`src/epvr_pkg.sv`:
```
package epvr_pkg;
  localparam int NUM_IRQ = 48;
  localparam int NUM_EXC = 64;
  localparam int PRI_W = 3;
  localparam int VEC_W = 6;
  localparam int IRQ_VEC_OFS = 16;
  localparam logic [31:0] VTAB_RESET = 32'h0000_0000;
  localparam logic [31:0] VTAB_MIN = 32'h0000_0100;
  localparam logic [31:0] VTAB_MAX = 32'h3fff_ff00;
  localparam logic [31:0] VTAB_ALIGN_MASK = 32'hffff_ff00;
  localparam logic [PRI_W-1:0] PRI_RESET = 3'h0;
  localparam logic [2:0] SPLIT_RESET = 3'h0;
  localparam logic [VEC_W-1:0] VEC_RESET = 6'h01;
  localparam logic [VEC_W-1:0] VEC_NMI = 6'h02;
  localparam logic [VEC_W-1:0] VEC_HARDFAULT = 6'h03;
  localparam logic [31:0] TAKE_ADDR_RESET = 32'h0000_0004;
  // signed 5-bit urgency: fixed levels sit below all programmable ones
  localparam logic signed [4:0] LVL_RESET = -5'sd3;
  localparam logic signed [4:0] LVL_NMI = -5'sd2;
  localparam logic signed [4:0] LVL_HARDFAULT = -5'sd1;
  localparam logic signed [4:0] LVL_IDLE = 5'sd15;
  // reserved exception vectors 7-10,13 and reserved irq numbers
  localparam logic [NUM_EXC-1:0] EXC_VALID_MASK =
    64'hc83a_31ff_c1ff_d87e;
endpackage

```
`src/epvr_resolver.sv`:
```
module epvr_resolver
  import epvr_pkg::*;
(
  input wire logic ref_clk,
  input wire logic rst,
  input wire logic [epvr_pkg::NUM_IRQ-1:0] irq_req,
  input wire logic nmi_req,
  input wire logic hardfault_req,
  input wire logic [epvr_pkg::NUM_EXC-1:0] sys_req,
  input wire logic [epvr_pkg::NUM_EXC*epvr_pkg::PRI_W-1:0] pri_wdata,
  input wire logic pri_we,
  input wire logic [2:0] split_wdata,
  input wire logic split_we,
  input wire logic [31:0] vtab_wdata,
  input wire logic vtab_we,
  input wire logic running_valid,
  input wire logic signed [4:0] running_group,
  output logic take_valid,
  output logic [epvr_pkg::VEC_W-1:0] take_vector,
  output logic [31:0] take_addr,
  output logic take_preempt,
  output logic signed [4:0] take_group,
  output logic [31:0] sp_fetch_addr,
  output logic [31:0] reset_fetch_addr,
  output logic [31:0] vector_base_offset_reg
);
  import epvr_pkg::*;

  logic [NUM_EXC*PRI_W-1:0] pri_reg, pri_next;
  logic [2:0] split_reg, split_next;
  logic [31:0] vtab_next;
  logic [NUM_EXC-1:0] pend;
  logic best_v;
  logic [VEC_W-1:0] best_n;
  logic signed [4:0] best_g;
  logic [PRI_W-1:0] best_s;
  logic signed [4:0] cg;
  logic [PRI_W-1:0] cs;
  logic [PRI_W-1:0] gmask;
  logic better;
  logic v_next;
  logic [VEC_W-1:0] n_next;
  logic [31:0] a_next;
  logic p_next;
  logic signed [4:0] g_next;

  always_comb
  begin
    pri_next = pri_reg;
    split_next = split_reg;
    vtab_next = vector_base_offset_reg;
    if (pri_we)
    begin
      pri_next = pri_wdata;
    end
    if (split_we)
    begin
      split_next = split_wdata;
    end
    if (vtab_we && ((vtab_wdata & VTAB_ALIGN_MASK) >= VTAB_MIN)
        && ((vtab_wdata & VTAB_ALIGN_MASK) <= VTAB_MAX))
    begin
      vtab_next = vtab_wdata & VTAB_ALIGN_MASK;
    end
  end

  always_ff @(posedge ref_clk or posedge rst)
  begin
    if (rst)
    begin
      pri_reg <= {NUM_EXC{PRI_RESET}};
      split_reg <= SPLIT_RESET;
      vector_base_offset_reg <= VTAB_RESET;
    end
    else
    begin
      pri_reg <= pri_next;
      split_reg <= split_next;
      vector_base_offset_reg <= vtab_next;
    end
  end

  // stack pointer at slot 0, reset handler at slot 1
  assign sp_fetch_addr = vector_base_offset_reg;
  assign reset_fetch_addr = vector_base_offset_reg + 32'h0000_0004;

  always_comb
  begin
    pend = sys_req & EXC_VALID_MASK;
    pend[IRQ_VEC_OFS +: NUM_IRQ] = irq_req & EXC_VALID_MASK[IRQ_VEC_OFS +: NUM_IRQ];
    pend[VEC_NMI] = nmi_req;
    pend[VEC_HARDFAULT] = hardfault_req;
    pend[VEC_RESET] = 1'b0;
    pend[0] = 1'b0;
  end

  // group mask: split=k leaves top (PRI_W-k) bits as group
  always_comb
  begin
    gmask = 3'h7;
    if (split_reg >= 3'h3)
    begin
      gmask = 3'h0;
    end
    else
    begin
      gmask = 3'(3'h7 << split_reg);
    end
  end

  always_comb
  begin
    best_v = 1'b0;
    best_n = '0;
    best_g = LVL_IDLE;
    best_s = '0;
    cg = LVL_IDLE;
    cs = '0;
    better = 1'b0;
    for (int i = NUM_EXC - 1; i >= 0; i--)
    begin
      if (i == int'(VEC_NMI))
      begin
        cg = LVL_NMI;
        cs = '0;
      end
      else if (i == int'(VEC_HARDFAULT))
      begin
        cg = LVL_HARDFAULT;
        cs = '0;
      end
      else
      begin
        cg = $signed({2'b00, pri_reg[i*PRI_W +: PRI_W] & gmask});
        cs = pri_reg[i*PRI_W +: PRI_W] & ~gmask;
      end
      // descending scan with <= keeps the lowest number on ties
      better = !best_v || (cg < best_g) || ((cg == best_g) && (cs <= best_s));
      if (pend[i] && better)
      begin
        best_v = 1'b1;
        best_n = VEC_W'(i);
        best_g = cg;
        best_s = cs;
      end
    end
  end

  always_comb
  begin
    // only strictly more urgent group is taken while a handler runs
    v_next = best_v && (!running_valid || (best_g < running_group));
    n_next = best_n;
    a_next = vector_base_offset_reg + {24'h0, best_n, 2'b00};
    p_next = v_next && running_valid;
    g_next = best_g;
  end

  always_ff @(posedge ref_clk or posedge rst)
  begin
    if (rst)
    begin
      take_valid <= 1'b0;
      take_vector <= VEC_RESET;
      take_addr <= TAKE_ADDR_RESET;
      take_preempt <= 1'b0;
      take_group <= LVL_RESET;
    end
    else
    begin
      take_valid <= v_next;
      take_vector <= n_next;
      take_addr <= a_next;
      take_preempt <= p_next;
      take_group <= g_next;
    end
  end

  property p_addr_map;
    @(posedge ref_clk) disable iff (rst)
    take_valid |-> take_addr == $past(vector_base_offset_reg) + {24'h0, take_vector, 2'b00};
  endproperty
  a_addr_map: assert property (p_addr_map) else $error("vector address mismatch");

  property p_no_equal_preempt;
    @(posedge ref_clk) disable iff (rst)
    $past(running_valid) && take_valid |-> take_group < $past(running_group);
  endproperty
  a_no_equal_preempt: assert property (p_no_equal_preempt) else $error("equal preempt");

  property p_nmi_wins;
    @(posedge ref_clk) disable iff (rst)
    nmi_req && !running_valid |=> take_valid && take_vector == VEC_NMI && take_group == -5'sd2;
  endproperty
  a_nmi_wins: assert property (p_nmi_wins) else $error("nmi not selected");

  property p_hf_over_prog;
    @(posedge ref_clk) disable iff (rst)
    hardfault_req && !nmi_req && !running_valid |=> take_vector == VEC_HARDFAULT;
  endproperty
  a_hf_over_prog: assert property (p_hf_over_prog) else $error("hard fault lost");

  property p_reserved;
    @(posedge ref_clk) disable iff (rst)
    take_valid |-> EXC_VALID_MASK[take_vector];
  endproperty
  a_reserved: assert property (p_reserved) else $error("reserved vector taken");

  property p_vtab_range;
    @(posedge ref_clk) disable iff (rst)
    vector_base_offset_reg == 32'h0 ||
      (vector_base_offset_reg >= VTAB_MIN && vector_base_offset_reg <= VTAB_MAX);
  endproperty
  a_vtab_range: assert property (p_vtab_range) else $error("table base out of range");

  property p_take_when_idle;
    @(posedge ref_clk) disable iff (rst)
    (|(irq_req & EXC_VALID_MASK[IRQ_VEC_OFS +: NUM_IRQ])) && !running_valid ##1 !running_valid
      |-> take_valid;
  endproperty
  a_take_when_idle: assert property (p_take_when_idle) else $error("pending not taken");

  property p_preempt_flag;
    @(posedge ref_clk) disable iff (rst)
    take_preempt |-> take_valid && $past(running_valid);
  endproperty
  a_preempt_flag: assert property (p_preempt_flag) else $error("bad preempt flag");

  property p_reset_fetch;
    @(posedge ref_clk) disable iff (rst)
    reset_fetch_addr == sp_fetch_addr + 32'h4;
  endproperty
  a_reset_fetch: assert property (p_reset_fetch) else $error("reset fetch address");
endmodule // epvr_resolver

```
`config.mk`:
```
export PLATFORM = sky130hd
export DESIGN_NAME = epvr_resolver
export DESIGN_NICKNAME = d
export VERILOG_FILES = /design/src/epvr_pkg.sv /design/src/epvr_resolver.sv
export SDC_FILE = /design/constraint.sdc
export NUM_CORES = 1
export LEC_CHECK = 0
export ABC_CLOCK_PERIOD_IN_PS = 57900
export BUFFER_PORTS_ARGS = -buffer_cell sky130_fd_sc_hd__buf_2
export CAP_MARGIN = 20
export CORE_ASPECT_RATIO = 1.1
export CORE_MARGIN = 3
export CORE_UTILIZATION = 40
export CTS_BUF_LIST = sky130_fd_sc_hd__clkbuf_16
export DETAILED_ROUTE_END_ITERATION = 8
export GPL_TIMING_DRIVEN = 0
export PLACE_DENSITY = 0.66
export SLEW_MARGIN = 20
export SYNTH_ARGS = -nofsm -noshare
export SYNTH_HDL_FRONTEND = slang
export SYNTH_SLANG_ARGS = --single-unit
export TNS_END_PERCENT = 100
```
`constraint.sdc`:
```
create_clock -name ref_clk -period 57.9 [get_ports ref_clk]
set_input_delay 8.685 -clock ref_clk [delete_from_list [all_inputs] [get_ports ref_clk]]
set_output_delay 8.685 -clock ref_clk [all_outputs]
set_load 0.005 [all_outputs]
```
==> impl_metrics.py <==
metrics = {
    "outcome": {
        "status": "finished with violations",
        "violations": "setup timing",
    },
    "timing": {
        "worst_hold_slack_ns": 0.467,
        "period_share_pct": 107,
        "tightestPinTransition_ns": 1.16,
        "fin_crit_ns": 61.73,
        "hold_viol": 0,
        "skew_ns": 0.0168,
        "max_freq_mhz": 16.2,
        "postLayoutSetupSlackWorst_ns": -3.83,
        "slew_headroom_pct": 22.4,
        "setup_viol_count_final": 11,
        "rsz0062_at_grt": "yes",
        "drv_slew": 0,
    },
    "cts": {
        "cts_sinks": 172,
        "root_buffer": "clkbuf_16",
        "cts_tree": "done",
        "cts_hold_buf": 0,
        "cts_buffers": 17,
        "clk_latency_ns": 0.52,
        "clk_pin_slew_ns": 0.07,
        "cts-htree-levels": 4,
        "clk_path_buf_depth": 2,
    },
    "routing": {
        "wl_um": 80300,
        "firstDrtPassIters": 5,
        "viasPerCell": 6.02,
        "route.vias.total": 21000,
        "drc": 0,
        "drt_iter0_markers": 1735,
        "routedWlPerCell_um": 23.0,
        "antenna_left": 0,
    },
    "synth": {
        "syn_avg_cell_area_um2": 8.29,
        "synth-main-ff-cell": "dfrtp_1",
        "synth-edff-count": 0,
        "post-synth-top-count-cell": "ha_1",
        "yosysTopAreaCell": "dfrtp_1",
        "synth_top_family_by_area": "compound AO/OA/AOI/OAI gates",
        "yosys.area_share.xor_xnor_pct": 0,
        "synthAdderAreaFrac_pct": 14.8,
        "syn_inst": 2184,
        "synth_compound_area_share_pct": 22.5,
        "muxShareOfSynthArea_pct": 9.66,
        "synth_common_cells": "ha_1, nand2_1, dfrtp_1, nor2_1, mux2_2",
        "synth.yosys.seq_area_share_pct": 23.8,
        "ys_seq_elements": 172,
        "ys.warnings.count": 0,
        "async_flop_share_pct": 100,
        "yosysUniqueCellTypes": 89,
        "yosys-top-cells-area": "dfrtp_1, ha_1, mux2_2",
        "syn-cell-area_um2": 18100,
        "netlist.area_leader.share_pct": 23.1,
        "synthSimpleGateAreaFrac_pct": 20.8,
    },
    "cells_and_area": {
        "syn_to_final_growth_pct": 56.8,
        "instances_no_fill": 3487,
        "fin_nets": 3459,
        "antenna_cells": 0,
        "largest_register_ffs": 108,
        "final_area_um2": 28400,
        "drive_gt1_share_pct": 53.3,
    },
    "die": {
        "start_util_pct": 40.6,
        "num_rows": 81,
        "die_y_um": 229,
        "die_area_um2": 47900,
        "core_area_um2": 44600,
        "die_width_um": 209,
        "ios": 493,
    },
    "min_path": {
        "min-delay-start": "sp_fetch_addr[8]",
        "holdCritPathClass": "flop to flop",
    },
    "setup_path": {
        "crit_start": "irq_req[47]",
        "crit_top_cell": "o21ai_2",
        "cp_slowest_cell": "or4b_4",
        "critPathMaxStageDelay_ns": 0.57,
        "path_max_fanout": 7,
        "worstSetupStartpointType": "input pin",
        "end_kind": "flop",
        "r2r_start": "split_reg[2]",
        "crit_required_ns": 58.35,
        "arrival_ns": 62.18,
        "criticalPathCategory": "input pin to flop",
    },
    "grt": {
        "grt_pass1_vias": 21100,
        "grt_pass1_wl_um": 116000,
        "antenna_found_initial": 4,
        "grt.total_usage_pct": 30.6,
        "gr-total-overflow": 0,
        "grt_max_degree": 102,
    },
    "flow_run": {
        "maxCapViolations": 0,
    },
    "placed_design": {
        "post-dp-hpwl_um": 54800,
        "place_congestion": 0.971,
        "port_buffers": 295,
        "dpl.cell_count": 3087,
        "placed_cell_area_um2": 21400,
    },
}
## worst max-delay path, delay by kind of cell
kind                     cells  cell delay, ns
buffers and inverters       38            5.41
AO/OA/AOI/OAI              163           28.16
AND/OR/NAND/NOR             71            9.46
multiplexers                 4            0.88
adder cells (fa/ha/maj)     36            9.46
## through the flow
step                      setup WS [ns]  utilization, %  setup TNS (ns)
final                             -3.83            63.7          -36.13
after detailed placement         -11.14            48.0         -114.09
after CTS                         -2.74            58.4          -22.04
after global routing              -5.38            63.7          -52.93
after global placement           -10.65            47.9         -108.78
after floorplan                  -0.372               -          -0.741
## placed cells by master, fill, tap and decap left out, types with 19 or more instances in the layout
cell type	Yosys	routed
nor2_1	143	90
dfrtp_1	167	167
conb_1	2	26
mux2_2	140	137
and2_1	131	117
o211ai_1	19	19
nor2b_1	59	33
buf_8	0	19
ha_1	214	146
nor2_4	0	27
clkbuf_16	0	19
buf_6	0	35
a21o_1	35	34
o21a_1	57	49
ha_4	0	57
nor2_2	1	27
nor3_1	32	20
inv_1	105	92
a21oi_2	1	38
o21ai_2	0	48
nand2_1	210	185
o21ai_0	110	41
nand3_1	76	56
buf_4	107	441
buf_2	5	295
a21oi_1	102	55
clkbuf_1	75	37
## cell type report
cell class                      instances  area (um2)
Fill cell                            3519       16200
Sequential cell                       172        4310
Clock inverter                         15         166
Clock buffer                           17         425
Multi-Input combinational cell       1737       16300
Inverter                              106         418
Buffer                                190        1510
Timing Repair Buffer                  669        4500
Tap cell                              581         727
## cells by family after synthesis
logic type,count (synthesis)
muxes,156
AOI/OAI and AO/OA,586
buffers and inverters,299
and+or+nand+nor,755
other,2
DFF,172
adders and majority gates,214
## path summary, 6_finish.rpt
kind,to,slack [ns],cells past startpoint
min in group asynchronous,take_addr[30],8.20,2
worst max register to register,take_preempt,0.82,310
worst max-delay path,take_preempt,-3.83,312
worst min register to register,take_addr[8],0.47,0
max in group asynchronous,pri_reg[58],48.78,3
worst min-delay path,take_addr[8],0.47,0
## per-layer routing
metal | track usage, % | vias up | routed length (um) | part of all wire (%)
met2 | 51.5 | 1223 | 37800 | 47
met5 | 0 | - | 32 | 0.040
met3 | 7.30 | 384 | 7170 | 8.9
met4 | 16.7 | 6 | 5620 | 7.0
met1 | 35.9 | 10100 | 29700 | 37
li1 | - | 9286 | - | -
## timing repair
action,in CTS,in global routing
gates cloned,5,0
pin swaps,248,261
buffers inserted,264,102
gates resized for setup,368,320
setup endpoints to repair,11,11
Power is left out: the tool's default activity adds up to more than one toggle a clock period on the data nets, which glitch-free logic cannot reach.
